$ cat config.mk
export PLATFORM = sky130hd
export DESIGN_NAME = eeprom_host
export DESIGN_NICKNAME = d
export VERILOG_FILES = /design/src/eeprom_host_pkg.sv /design/src/rd_byte_buffer.sv /design/src/eeprom_host.sv
export SDC_FILE = /design/constraint.sdc
export NUM_CORES = 1
export LEC_CHECK = 0
export BUFFER_PORTS_ARGS = -buffer_cell sky130_fd_sc_hd__buf_2
export CORE_AREA = 2 2 127 129
export DETAILED_ROUTE_END_ITERATION = 7
export DIE_AREA = 0 0 129 131
export PLACE_DENSITY = 0.63
export SYNTH_ARGS = -nofsm -noshare
export SYNTH_HDL_FRONTEND = slang
export SYNTH_HIERARCHICAL = 1
export SYNTH_SLANG_ARGS = --single-unit
$ cat constraint.sdc
create_clock -name i_clk -period 3.3 [get_ports i_clk]
set_clock_uncertainty 0.05 [all_clocks]
set_input_delay 0.165 -clock i_clk [delete_from_list [all_inputs] [get_ports i_clk]]
set_output_delay 0.165 -clock i_clk [all_outputs]
set_load 0.02 [all_outputs]
$ cat src/eeprom_host_pkg.sv
// Purpose: shared constants for the two-wire serial EEPROM host controller
// Assumes: 25 MHz system clock, standard-mode bus timing
// Notes: all timing counts are derived from times in their own units
`default_nettype none

package eeprom_host_pkg;

	// ----------------------------------------------------------------
	// clock and bus timing
	// ----------------------------------------------------------------
	localparam int CLK_NS = 40;
	// a bit is four quarters: two low, two high, 5 us each half
	localparam int QUARTER_NS = 2500;
	localparam int QUARTER_CYCLES = (QUARTER_NS + CLK_NS - 1) / CLK_NS;
	localparam int QCNT_BITS = 6;
	// longest internal program time over all supply grades
	localparam int PROG_TIME_MS = 20;
	localparam int PROG_CYCLES = PROG_TIME_MS * 1000000 / CLK_NS;
	localparam int TIMER_BITS = 20;

	// ----------------------------------------------------------------
	// protocol fields
	// ----------------------------------------------------------------
	localparam logic [4:0] DEV_PREFIX = 5'h14;
	localparam logic DIR_READ = 1'b1;
	localparam logic DIR_WRITE = 1'b0;
	localparam int RECOV_CLOCKS = 9;
	localparam logic [3:0] RECOV_LAST = 4'(RECOV_CLOCKS - 1);
	localparam logic [3:0] ACK_BIT = 4'h8;
	localparam logic [3:0] LAST_DATA_BIT = 4'h7;
	localparam int ADDR_BITS = 15;
	localparam int PAGE_BITS = 6;
	localparam logic [6:0] PAGE_BYTES = 7'h40;
	localparam logic [14:0] ADDR_RESET = 15'h0000;

	// ----------------------------------------------------------------
	// which word of a sequence is on the wire
	// ----------------------------------------------------------------
	localparam logic [2:0] STEP_DEVW = 3'h0;
	localparam logic [2:0] STEP_AHI = 3'h1;
	localparam logic [2:0] STEP_ALO = 3'h2;
	localparam logic [2:0] STEP_DATA = 3'h3;
	localparam logic [2:0] STEP_DEVR = 3'h4;

endpackage

`default_nettype wire

$ cat src/rd_byte_buffer.sv
// Purpose: small valid/ready buffer for bytes read off the bus
// Assumes: single clock, synchronous active-high reset
// Notes: draining side may stall; in_ready drops when full
`default_nettype none

module rd_byte_buffer #(
	parameter int WIDTH = 8,
	parameter int DEPTH = 2
) (
	input wire logic i_clk, // system clock
	input wire logic i_rst, // sync reset
	input wire logic i_ce, // clock enable
	input wire logic i_in_valid, // write strobe
	output logic o_in_ready, // room left
	input wire logic [WIDTH-1:0] i_in_data, // write data
	output logic o_out_valid, // data held
	input wire logic i_out_ready, // reader takes
	output logic [WIDTH-1:0] o_out_data // head data
);
	localparam int PTR_W = (DEPTH > 1) ? $clog2(DEPTH) : 1;
	localparam int CNT_W = $clog2(DEPTH + 1);
	localparam logic [PTR_W-1:0] PTR_LAST = PTR_W'(DEPTH - 1);
	localparam logic [CNT_W-1:0] CNT_FULL = CNT_W'(DEPTH);

	logic [WIDTH-1:0] mem_reg [DEPTH];
	logic [WIDTH-1:0] mem_next [DEPTH];
	logic [PTR_W-1:0] wr_ptr_reg, wr_ptr_next, rd_ptr_reg, rd_ptr_next;
	logic [CNT_W-1:0] count_reg, count_next;
	logic push, pop;

	assign o_in_ready = (count_reg != CNT_FULL);
	assign o_out_valid = (count_reg != '0);
	assign o_out_data = mem_reg[rd_ptr_reg];
	assign push = i_in_valid && o_in_ready;
	assign pop = o_out_valid && i_out_ready;

	// ----------------------------------------------------------------
	// storage, one slot per entry
	// ----------------------------------------------------------------
	for (genvar g = 0; g < DEPTH; g++) begin : g_slot
		always_comb begin
			mem_next[g] = mem_reg[g];
			if (push && wr_ptr_reg == PTR_W'(g)) begin
				mem_next[g] = i_in_data;
			end
		end
		always_ff @(posedge i_clk) begin
			if (i_ce) begin
				mem_reg[g] <= mem_next[g];
			end
		end
	end

	always_comb begin
		wr_ptr_next = wr_ptr_reg;
		rd_ptr_next = rd_ptr_reg;
		count_next = count_reg;
		if (push) begin
			wr_ptr_next = (wr_ptr_reg == PTR_LAST) ? '0 : wr_ptr_reg + 1'b1;
		end
		if (pop) begin
			rd_ptr_next = (rd_ptr_reg == PTR_LAST) ? '0 : rd_ptr_reg + 1'b1;
		end
		if (push && !pop) begin
			count_next = count_reg + 1'b1;
		end else if (pop && !push) begin
			count_next = count_reg - 1'b1;
		end
	end

	always_ff @(posedge i_clk) begin
		if (i_rst) begin
			wr_ptr_reg <= '0;
			rd_ptr_reg <= '0;
			count_reg <= '0;
		end else if (i_ce) begin
			wr_ptr_reg <= wr_ptr_next;
			rd_ptr_reg <= rd_ptr_next;
			count_reg <= count_next;
		end
	end
endmodule

`default_nettype wire

$ cat src/eeprom_host.sv
// Purpose: two-wire bus master that writes and reads a serial EEPROM
// Assumes: only master on the bus; device never stretches the clock
// Notes: bus recovery runs after every reset before the first command
`default_nettype none

// What this block does
// - data changes only while clock is low; high-clock edges mean start/stop.
// - start is data falling with clock high, sent before every command.
// - stop is data rising with clock high, ending each sequence.
// - recovery clocks up to nine times looking for data high, then starts.
// - every start outside recovery is followed by an address word with fixed prefix 10100.
// - last address bit high means read, low means write.
// - byte write is address, high and low word address, one data, stop.
// - page write sends at most 64 data bytes, then stop.
// - while the busy timer runs, poll with start and address until acknowledged, then continue.
// - current read: read address, one byte, no acknowledge, stop.
// - random read: dummy write of address, repeated start, read, stop.
// - acknowledge each read byte for more; no acknowledge then stop ends.
module eeprom_host #(
	parameter int WR_CYCLES = eeprom_host_pkg::PROG_CYCLES
) (
	input wire logic i_clk, // 25 MHz clock
	input wire logic i_rst, // sync reset, high
	input wire logic i_ce, // clock enable
	input wire logic i_cmd_valid, // command offered
	output logic o_cmd_ready, // command taken
	input wire logic i_cmd_read, // 1 read, 0 write
	input wire logic i_cmd_random, // read from i_cmd_addr
	input wire logic [14:0] i_cmd_addr, // word address
	input wire logic [6:0] i_cmd_len, // byte count
	input wire logic [1:0] i_dev_sel, // select pin levels
	input wire logic i_wr_valid, // write byte offered
	input wire logic [7:0] i_wr_data, // write byte
	output logic o_wr_ready, // write byte taken
	output logic o_rd_valid, // read byte held
	output logic [7:0] o_rd_data, // read byte
	input wire logic i_rd_ready, // read byte taken
	input wire logic i_write_protect, // protect request
	output logic o_write_protect, // to protect pin
	output logic o_scl, // serial clock
	input wire logic i_sda, // data line level
	output logic o_sda_en_n, // 0 pulls data low
	output logic o_busy, // device programming
	output logic [14:0] o_next_addr, // mirrored counter
	output logic o_done, // sequence ok pulse
	output logic o_error // sequence failed pulse
);
	typedef enum logic [8:0] {
		ST_IDLE = 9'h001,
		ST_RECOV = 9'h002,
		ST_START = 9'h004,
		ST_TX = 9'h008,
		ST_WAITW = 9'h010,
		ST_RX = 9'h020,
		ST_PUSH = 9'h040,
		ST_STOP = 9'h080,
		ST_FREE = 9'h100
	} state_t;

	state_t state_reg, state_next;
	logic [2:0] step_reg, step_next;
	logic [1:0] phase_reg, phase_next, sel_reg, sel_next;
	logic [5:0] qcnt_reg, qcnt_next;
	logic [3:0] bit_reg, bit_next, rcnt_reg, rcnt_next;
	logic [7:0] shift_reg, shift_next;
	logic [6:0] remain_reg, remain_next;
	logic [14:0] addr_reg, addr_next;
	logic [19:0] wtimer_reg, wtimer_next;
	logic read_reg, read_next, scl_reg, scl_next;
	logic sda_en_n_reg, sda_en_n_next, recov_reg, recov_next;
	logic poll_reg, poll_next, fail_reg, fail_next;
	logic wdone_reg, wdone_next, busy_reg, busy_next;
	logic cmd_ready_reg, cmd_ready_next, wr_ready_reg, wr_ready_next;
	logic done_reg, done_next, error_reg, error_next, wp_reg;
	logic s1_reg, s2_reg, s3_reg, sda_level_reg, sda_level_next;
	logic tick, end_q, is_dev, fifo_in_ready;

	assign tick = (qcnt_reg == 6'(eeprom_host_pkg::QUARTER_CYCLES - 1));
	assign end_q = tick && (phase_reg == 2'h3);
	assign is_dev = (step_reg == eeprom_host_pkg::STEP_DEVW) ||
		(step_reg == eeprom_host_pkg::STEP_DEVR);

	assign o_cmd_ready = cmd_ready_reg;
	assign o_wr_ready = wr_ready_reg;
	assign o_write_protect = wp_reg;
	assign o_scl = scl_reg;
	assign o_sda_en_n = sda_en_n_reg;
	assign o_busy = busy_reg;
	assign o_next_addr = addr_reg;
	assign o_done = done_reg;
	assign o_error = error_reg;

	// address word, or a word address byte, for a given step
	function automatic logic [7:0] byte_of(input logic [2:0] st,
			input logic [1:0] sel, input logic [14:0] adr);
		case (st)
			eeprom_host_pkg::STEP_DEVW:
				byte_of = {eeprom_host_pkg::DEV_PREFIX, sel,
					eeprom_host_pkg::DIR_WRITE};
			eeprom_host_pkg::STEP_DEVR:
				byte_of = {eeprom_host_pkg::DEV_PREFIX, sel,
					eeprom_host_pkg::DIR_READ};
			// top bit never used; bit 14 ignored by the smaller part
			eeprom_host_pkg::STEP_AHI: byte_of = {1'b0, adr[14:8]};
			eeprom_host_pkg::STEP_ALO: byte_of = adr[7:0];
			default: byte_of = 8'h00;
		endcase
	endfunction

	// ----------------------------------------------------------------
	// data line input: three flops, level moves when last two agree
	// ----------------------------------------------------------------
	always_comb begin
		sda_level_next = (s2_reg == s3_reg) ? s3_reg : sda_level_reg;
	end

	always_ff @(posedge i_clk) begin
		if (i_rst) begin
			s1_reg <= 1'b1;
			s2_reg <= 1'b1;
			s3_reg <= 1'b1;
			sda_level_reg <= 1'b1;
		end else if (i_ce) begin
			s1_reg <= i_sda;
			s2_reg <= s1_reg;
			s3_reg <= s2_reg;
			sda_level_reg <= sda_level_next;
		end
	end

	rd_byte_buffer #(
		.WIDTH(8),
		.DEPTH(2)
	) u_rd_buf (
		.i_clk(i_clk),
		.i_rst(i_rst),
		.i_ce(i_ce),
		.i_in_valid(state_reg == ST_PUSH),
		.o_in_ready(fifo_in_ready),
		.i_in_data(shift_reg),
		.o_out_valid(o_rd_valid),
		.i_out_ready(i_rd_ready),
		.o_out_data(o_rd_data)
	);

	// ----------------------------------------------------------------
	// sequencer and bit engine
	// ----------------------------------------------------------------
	always_comb begin
		state_next = state_reg;
		step_next = step_reg;
		phase_next = phase_reg;
		qcnt_next = qcnt_reg + 6'h01;
		bit_next = bit_reg;
		shift_next = shift_reg;
		remain_next = remain_reg;
		read_next = read_reg;
		addr_next = addr_reg;
		sel_next = sel_reg;
		scl_next = scl_reg;
		sda_en_n_next = sda_en_n_reg;
		rcnt_next = rcnt_reg;
		recov_next = recov_reg;
		poll_next = poll_reg;
		fail_next = fail_reg;
		wdone_next = wdone_reg;
		busy_next = busy_reg;
		wtimer_next = wtimer_reg;
		cmd_ready_next = 1'b0;
		wr_ready_next = 1'b0;
		done_next = 1'b0;
		error_next = 1'b0;
		if (tick) begin
			qcnt_next = 6'h00;
			phase_next = phase_reg + 2'h1;
		end
		// past the longest program time a refused address is an error
		if (busy_reg) begin
			wtimer_next = wtimer_reg + 20'h00001;
			if (wtimer_reg == 20'(WR_CYCLES - 1)) begin
				busy_next = 1'b0;
			end
		end
		case (state_reg)
			ST_IDLE: begin
				scl_next = 1'b1;
				sda_en_n_next = 1'b1;
				phase_next = 2'h0;
				qcnt_next = 6'h00;
				cmd_ready_next = 1'b1;
				if (cmd_ready_reg && i_cmd_valid) begin
					cmd_ready_next = 1'b0;
					read_next = i_cmd_read;
					sel_next = i_dev_sel;
					fail_next = 1'b0;
					wdone_next = 1'b0;
					remain_next = (i_cmd_len == 7'h00) ? 7'h01 : i_cmd_len;
					if (!i_cmd_read && i_cmd_len > eeprom_host_pkg::PAGE_BYTES) begin
						remain_next = eeprom_host_pkg::PAGE_BYTES;
					end
					if (!i_cmd_read || i_cmd_random) begin
						addr_next = i_cmd_addr;
					end
					// current read skips the dummy write
					step_next = (i_cmd_read && !i_cmd_random) ?
						eeprom_host_pkg::STEP_DEVR :
						eeprom_host_pkg::STEP_DEVW;
					state_next = ST_START;
				end
			end
			ST_RECOV: begin
				sda_en_n_next = 1'b1;
				scl_next = phase_reg[1];
				if (end_q) begin
					if (sda_level_reg || rcnt_reg == eeprom_host_pkg::RECOV_LAST) begin
						recov_next = 1'b1;
						state_next = ST_START;
					end else begin
						rcnt_next = rcnt_reg + 4'h1;
					end
				end
			end
			ST_START: begin
				// clock low first, so releasing data is not a stop
				if (phase_reg == 2'h0) begin
					scl_next = 1'b0;
					sda_en_n_next = 1'b1;
				end else if (phase_reg == 2'h1) begin
					scl_next = 1'b1;
				end else begin
					sda_en_n_next = 1'b0;
				end
				if (end_q) begin
					bit_next = 4'h0;
					shift_next = byte_of(step_reg, sel_reg, addr_reg);
					state_next = recov_reg ? ST_STOP : ST_TX;
				end
			end
			ST_TX: begin
				if (phase_reg == 2'h0) begin
					scl_next = 1'b0;
				end else if (phase_reg == 2'h1) begin
					// ninth clock released for the device's answer
					sda_en_n_next = (bit_reg == eeprom_host_pkg::ACK_BIT) |
						shift_reg[7];
				end else if (phase_reg == 2'h2) begin
					scl_next = 1'b1;
				end
				if (end_q && bit_reg != eeprom_host_pkg::ACK_BIT) begin
					shift_next = {shift_reg[6:0], 1'b0};
					bit_next = bit_reg + 4'h1;
				end else if (end_q) begin
					bit_next = 4'h0;
					if (sda_level_reg) begin
						if (is_dev && busy_reg) begin
							poll_next = 1'b1;
						end else begin
							fail_next = 1'b1;
						end
						state_next = ST_STOP;
					end else begin
						case (step_reg)
							eeprom_host_pkg::STEP_DEVW: begin
								busy_next = 1'b0;
								step_next = eeprom_host_pkg::STEP_AHI;
								shift_next = byte_of(eeprom_host_pkg::STEP_AHI,
									sel_reg, addr_reg);
							end
							eeprom_host_pkg::STEP_AHI: begin
								step_next = eeprom_host_pkg::STEP_ALO;
								shift_next = byte_of(eeprom_host_pkg::STEP_ALO,
									sel_reg, addr_reg);
							end
							eeprom_host_pkg::STEP_ALO: begin
								if (read_reg) begin
									step_next = eeprom_host_pkg::STEP_DEVR;
									state_next = ST_START;
								end else begin
									step_next = eeprom_host_pkg::STEP_DATA;
									state_next = ST_WAITW;
								end
							end
							eeprom_host_pkg::STEP_DATA: begin
								addr_next = {addr_reg[14:6],
									addr_reg[5:0] + 6'h01};
								remain_next = remain_reg - 7'h01;
								if (remain_reg == 7'h01) begin
									wdone_next = 1'b1;
									state_next = ST_STOP;
								end else begin
									state_next = ST_WAITW;
								end
							end
							eeprom_host_pkg::STEP_DEVR: begin
								busy_next = 1'b0;
								state_next = ST_RX;
							end
							default: state_next = ST_STOP;
						endcase
					end
				end
			end
			ST_WAITW: begin
				// clock held low while the source stalls
				scl_next = 1'b0;
				phase_next = 2'h0;
				qcnt_next = 6'h00;
				wr_ready_next = 1'b1;
				if (wr_ready_reg && i_wr_valid) begin
					wr_ready_next = 1'b0;
					shift_next = i_wr_data;
					state_next = ST_TX;
				end
			end
			ST_RX: begin
				if (phase_reg == 2'h0) begin
					scl_next = 1'b0;
				end else if (phase_reg == 2'h1) begin
					sda_en_n_next = (bit_reg == eeprom_host_pkg::ACK_BIT) ?
						(remain_reg == 7'h01) : 1'b1;
				end else if (phase_reg == 2'h2) begin
					scl_next = 1'b1;
				end
				if (end_q && bit_reg != eeprom_host_pkg::ACK_BIT) begin
					shift_next = {shift_reg[6:0], sda_level_reg};
					if (bit_reg == eeprom_host_pkg::LAST_DATA_BIT) begin
						state_next = ST_PUSH;
					end else begin
						bit_next = bit_reg + 4'h1;
					end
				end else if (end_q) begin
					remain_next = remain_reg - 7'h01;
					addr_next = addr_reg + 15'h0001;
					bit_next = 4'h0;
					if (remain_reg == 7'h01) begin
						state_next = ST_STOP;
					end
				end
			end
			ST_PUSH: begin
				// a full buffer holds the clock low, no byte is lost
				scl_next = 1'b0;
				phase_next = 2'h0;
				qcnt_next = 6'h00;
				if (fifo_in_ready) begin
					bit_next = eeprom_host_pkg::ACK_BIT;
					state_next = ST_RX;
				end
			end
			ST_STOP: begin
				if (phase_reg == 2'h0) begin
					scl_next = 1'b0;
				end else if (phase_reg == 2'h1) begin
					sda_en_n_next = 1'b0;
				end else if (phase_reg == 2'h2) begin
					scl_next = 1'b1;
				end else begin
					sda_en_n_next = 1'b1;
				end
				if (end_q) begin
					state_next = ST_FREE;
					if (wdone_reg) begin
						wdone_next = 1'b0;
						busy_next = 1'b1;
						wtimer_next = 20'h00000;
					end
					if (!poll_reg && !recov_reg) begin
						done_next = !fail_reg;
						error_next = fail_reg;
					end
				end
			end
			ST_FREE: begin
				scl_next = 1'b1;
				sda_en_n_next = 1'b1;
				if (end_q) begin
					recov_next = 1'b0;
					poll_next = 1'b0;
					state_next = poll_reg ? ST_START : ST_IDLE;
				end
			end
			default: state_next = ST_IDLE;
		endcase
	end

	always_ff @(posedge i_clk) begin
		if (i_rst) begin
			state_reg <= ST_RECOV;
			step_reg <= eeprom_host_pkg::STEP_DEVW;
			phase_reg <= 2'h0;
			qcnt_reg <= 6'h00;
			bit_reg <= 4'h0;
			shift_reg <= 8'h00;
			remain_reg <= 7'h00;
			read_reg <= 1'b0;
			addr_reg <= eeprom_host_pkg::ADDR_RESET;
			sel_reg <= 2'h0;
			scl_reg <= 1'b1;
			sda_en_n_reg <= 1'b1;
			rcnt_reg <= 4'h0;
			recov_reg <= 1'b0;
			poll_reg <= 1'b0;
			fail_reg <= 1'b0;
			wdone_reg <= 1'b0;
			busy_reg <= 1'b0;
			wtimer_reg <= 20'h00000;
			cmd_ready_reg <= 1'b0;
			wr_ready_reg <= 1'b0;
			done_reg <= 1'b0;
			error_reg <= 1'b0;
			wp_reg <= 1'b0;
		end else if (i_ce) begin
			state_reg <= state_next;
			step_reg <= step_next;
			phase_reg <= phase_next;
			qcnt_reg <= qcnt_next;
			bit_reg <= bit_next;
			shift_reg <= shift_next;
			remain_reg <= remain_next;
			read_reg <= read_next;
			addr_reg <= addr_next;
			sel_reg <= sel_next;
			scl_reg <= scl_next;
			sda_en_n_reg <= sda_en_n_next;
			rcnt_reg <= rcnt_next;
			recov_reg <= recov_next;
			poll_reg <= poll_next;
			fail_reg <= fail_next;
			wdone_reg <= wdone_next;
			busy_reg <= busy_next;
			wtimer_reg <= wtimer_next;
			cmd_ready_reg <= cmd_ready_next;
			wr_ready_reg <= wr_ready_next;
			done_reg <= done_next;
			error_reg <= error_next;
			wp_reg <= i_write_protect;
		end
	end

	// ----------------------------------------------------------------
	// checks
	// ----------------------------------------------------------------
	AST_SDA_HOLD: assert property (@(posedge i_clk) disable iff (i_rst)
		(scl_reg && $past(scl_reg) && $past(state_reg) == state_reg &&
		(state_reg == ST_TX || state_reg == ST_RX)) |-> $stable(sda_en_n_reg))
		else $error("data moved while clock high");
	AST_START_EDGE: assert property (@(posedge i_clk) disable iff (i_rst)
		(state_reg == ST_START && $fell(sda_en_n_reg)) |-> scl_reg)
		else $error("start edge without clock high");
	AST_STOP_EDGE: assert property (@(posedge i_clk) disable iff (i_rst)
		(state_reg == ST_STOP && $rose(sda_en_n_reg)) |->
		(scl_reg && $past(scl_reg)))
		else $error("stop edge without clock high");
	AST_ACK_RELEASE: assert property (@(posedge i_clk) disable iff (i_rst)
		(state_reg == ST_TX && bit_reg == 4'h8 && phase_reg == 2'h2) |->
		sda_en_n_reg)
		else $error("data not released on ninth clock");
	AST_RECOV_LIMIT: assert property (@(posedge i_clk) disable iff (i_rst)
		(state_reg == ST_RECOV) |-> (rcnt_reg <= 4'h8))
		else $error("recovery beyond nine clocks");
	AST_PREFIX: assert property (@(posedge i_clk) disable iff (i_rst)
		(state_reg == ST_TX && bit_reg == 4'h0 && phase_reg == 2'h0 && is_dev)
		|-> (shift_reg[7:3] == 5'h14))
		else $error("address prefix wrong");
	AST_SELECT: assert property (@(posedge i_clk) disable iff (i_rst)
		(state_reg == ST_TX && bit_reg == 4'h0 && phase_reg == 2'h0 && is_dev)
		|-> (shift_reg[2:1] == sel_reg))
		else $error("select bits wrong");
	AST_DIRECTION: assert property (@(posedge i_clk) disable iff (i_rst)
		(state_reg == ST_TX && bit_reg == 4'h0 && phase_reg == 2'h0 && is_dev)
		|-> (shift_reg[0] == (step_reg == 3'h4)))
		else $error("direction bit wrong");
	AST_PAGE_LIMIT: assert property (@(posedge i_clk) disable iff (i_rst)
		(state_reg == ST_TX && step_reg == 3'h3) |->
		(remain_reg <= 7'h40 && remain_reg != 7'h00))
		else $error("page write too long");
	AST_READ_ACK: assert property (@(posedge i_clk) disable iff (i_rst)
		(state_reg == ST_RX && bit_reg == 4'h8 && phase_reg == 2'h2) |->
		(sda_en_n_reg == (remain_reg == 7'h01)))
		else $error("read acknowledge wrong");
	AST_POLL_RETRY: assert property (@(posedge i_clk) disable iff (i_rst)
		(state_reg == ST_FREE && poll_reg && end_q && i_ce) |=>
		(state_reg == ST_START && phase_reg == 2'h0))
		else $error("poll did not restart");
endmodule

`default_nettype wire

==> impl_results.md <==
* Run status: finished clean
* Number of synthesized flops with an enable pin at 16
* Asr flop ratio synth at 0%
* Post-Route WL at 19400 µm
* Die H at 131 µm
* CTS Sinks at 118
* Post-CTS Setup Inserts at 0
* 1st-iter DRT viols at 494
* Core box area at 15600 µm²
* Cell taking the most area after synthesis: dfxtp_1
* Crit path launch type: flip-flop
* Worst hold start: i_cmd_addr[10]
* Pwr dens at 538 nW/µm²
* PostCTS Resize Cnt at 0
* TritonRoute pass-1 iters at 5
* Gr usage total at 23.4%
* Ys Warns at 6
* Routed len/inst at 17.2 µm
* Routed vias at 6532
* Final period util at 89.0%
* Worst-Margin Slew at 0.805 ns
* Critical Path Sink Type: flip-flop
* Period minus WS final at 2.94 ns
* Ant diodes at 0
* Most used DFF post-synth: dfxtp_1
* Post-Syn Nets at 880
* Row cnt at 46
* Post-synthesis sequential area ratio at 36.6%
* Register area at 2520 µm²
* Fin nets at 958
* Clk pin slew, worst setup/hold paths at 0.06 ns
* CP Buf/Inv Count at 1
* Num CTS Buffers at 17
* Reg2reg end: u_rd_buf/count_reg[1]$_SDFFE_PP0P_
* Achievable Freq at 0.341 GHz
* FF-to-FF setup slack at 0.36 ns
* Synth top area share at 29.7%
* Vias per cell at 5.79
* I/O pin cnt at 74
* Fill count at 1506
* Setup TNS at 0 ns
* Worst hold path type: input port to flip-flop
* Worst rel slew slack at 45.8%
* CP peak stage delay at 0.73 ns
* Detailed Place HPWL at 13600 µm
* Die X at 129 µm
* Worst skew pair latency at 0.43 ns
* Logic depth of the worst path, buffers included at 8
* Residual DRC count at 0
* Setup violators final at 0
* R2R Path Start: state_reg[2]$_SDFFE_PP0P_
* Cell count after synthesis at 822
* Multi-input logic area at 4090 µm²
* First-pass GRT wire length at 31000 µm
* Synth top area cells: dfxtp_1 (30%), edfxtp_1 (7.0%), nor2_1 (6.4%)
* Cell variety after synth at 81
* Area Overhead vs Synth at 18.5%
* Crit path max-delay cell type: or4_1
* Leak pwr at 3.05 nW
* Final Max Tran Viols at 0
* Vias in the first global route at 5941
* Yosys reg bits at 118
* Reg2Reg Depth at 8
* Crit path kind: flip-flop to flip-flop
* CTS max path bufs at 2
* Largest net degree at the start of global routing at 40
* Syn avg cell area at 8.37 µm²
* Antenna viol nets, final at 0
* # hold bufs at CTS at 8
* Worst hold margin at 0.0286 ns
* CP Data Arrival Time at 3.20 ns
* Maxcap violations at 0
* Initial antenna violation count at 0
* CTS tree: yes
* Req. time, crit path at 3.57 ns
* Die Area at 16900 µm²
* PortBufs at 73
* Delay-heaviest family, CP: simple AND/OR/NAND/NOR gates
* Starting Density at 44.1%
* Crit path max fanout at 11
* VDD IR max at 0.000365 V
* Max reg flops at 20
* Share of cells above drive strength 1 at 18.0%
* Ordered list of cells on the worst path: or4_1 -> or3_1 -> inv_1 -> and2_2 -> ha_1 -> and2b_1 -> a21oi_1 -> a31o_2
* Root buffer cell: clkbuf_16
* Synthesized cell area at 6880 µm²
* Grt ovf at 0
* Hold Crit Endpoint: o_next_addr[10]$_SDFFE_PP0P_
* Hold-critical path depth at 3
* Endpoints failing hold at 0
* H-tree depth at 4
* RSZ-0062 raised after global routing: no
* Commonest cells post-synth: nor2_1 (117), dfxtp_1 (102), a21oi_1 (58)
* Most common cell in the netlist: nor2_1
* GP Congestion at 0.927
-- cell families after synthesis --
family / share of synthesized area (%)
AO/OA/AOI/OAI: 20.1
flip-flops: 36.6
AND/OR/NAND/NOR: 27.1
adder cells (fa/ha/maj): 2.91
buffers and inverters: 4.04
multiplexers: 4.16
XOR/XNOR: 5.09
-- layout by cell type, fill, tap and decap left out, types with 7 or more instances in the layout --
master and count:
a211oi_1 18, a21o_1 7, a21oi_1 58, a221oi_1 9, a22oi_1 9, and3_1 16, buf_2 73, buf_4 26
clkbuf_16 17, dfxtp_1 102, dlygate4sd3_1 8, edfxtp_1 16, ha_1 16, inv_1 17, mux2_2 8, mux2i_1 17
nand2_1 47, nand2b_1 15, nand3_1 38, nand4_1 18, nor2_1 116, nor2b_1 11, nor3_1 20, nor4_1 11
o21ai_0 37, xnor2_1 20, xor2_1 20
-- report_power, final --
part | switching [mW] | internal [mW] | total (mW)
combinational | 0.631 | 0.419 | 1.05
clock | 0.703 | 1.03 | 1.74
sequential | 0.0878 | 1.51 | 1.60
-- cell type report --
| type | count | share of cell area [%] |
|---|---|---|
| clock buffer | 17 | 5.21 |
| clock inverter | 15 | 1.60 |
| inverter | 17 | 0.782 |
| multi-input combinational | 638 | 50.1 |
| sequential | 118 | 30.9 |
| tap | 216 | 3.31 |
| timing repair buffer | 108 | 8.10 |
-- per-stage QoR --
stage                     utilization, %  power, mW  std cells  cell area [µm²]  setup WS, ns
after floorplan                        -       2.34        822             6880         0.710
after global placement              48.2       2.64       1089             7520         0.442
after detailed placement            48.2       2.65       1089             7520         0.408
after CTS                           52.3       4.40       1129             8160         0.402
after global routing                52.3       4.61       1129             8160         0.269
final                               52.3       4.39       1129             8160         0.364
-- how the worst max path moves through the flow --
stage	from	end
final	state_reg[2]$_SDFFE_PP0P_	u_rd_buf/count_reg[1]$_SDFFE_PP0P_
after global routing	state_reg[2]$_SDFFE_PP0P_	u_rd_buf/count_reg[1]$_SDFFE_PP0P_
after CTS	state_reg[2]$_SDFFE_PP0P_	u_rd_buf/count_reg[1]$_SDFFE_PP0P_
after detailed placement	state_reg[2]$_SDFFE_PP0P_	u_rd_buf/count_reg[1]$_SDFFE_PP0P_
after global placement	state_reg[2]$_SDFFE_PP0P_	u_rd_buf/count_reg[1]$_SDFFE_PP0P_
after floorplan	state_reg[1]$_SDFFE_PP1P_	u_rd_buf/count_reg[1]$_SDFFE_PP0P_
-- tightest hold or removal path, delay by kind of cell --
family	cells	cell delay (ns)
AOI/OAI and AO/OA	2	0.18
buffers and inverters	1	0.11
-- routing by layer --
metal	vias to the layer above	part of all wire (%)	track usage (%)
met5	-	0	0
met4	0	2.5	10.2
met3	37	5.8	4.48
met2	230	47	37.0
met1	3070	45	31.5
li1	3195	-	-
Power figures use the tool's default switching activity.
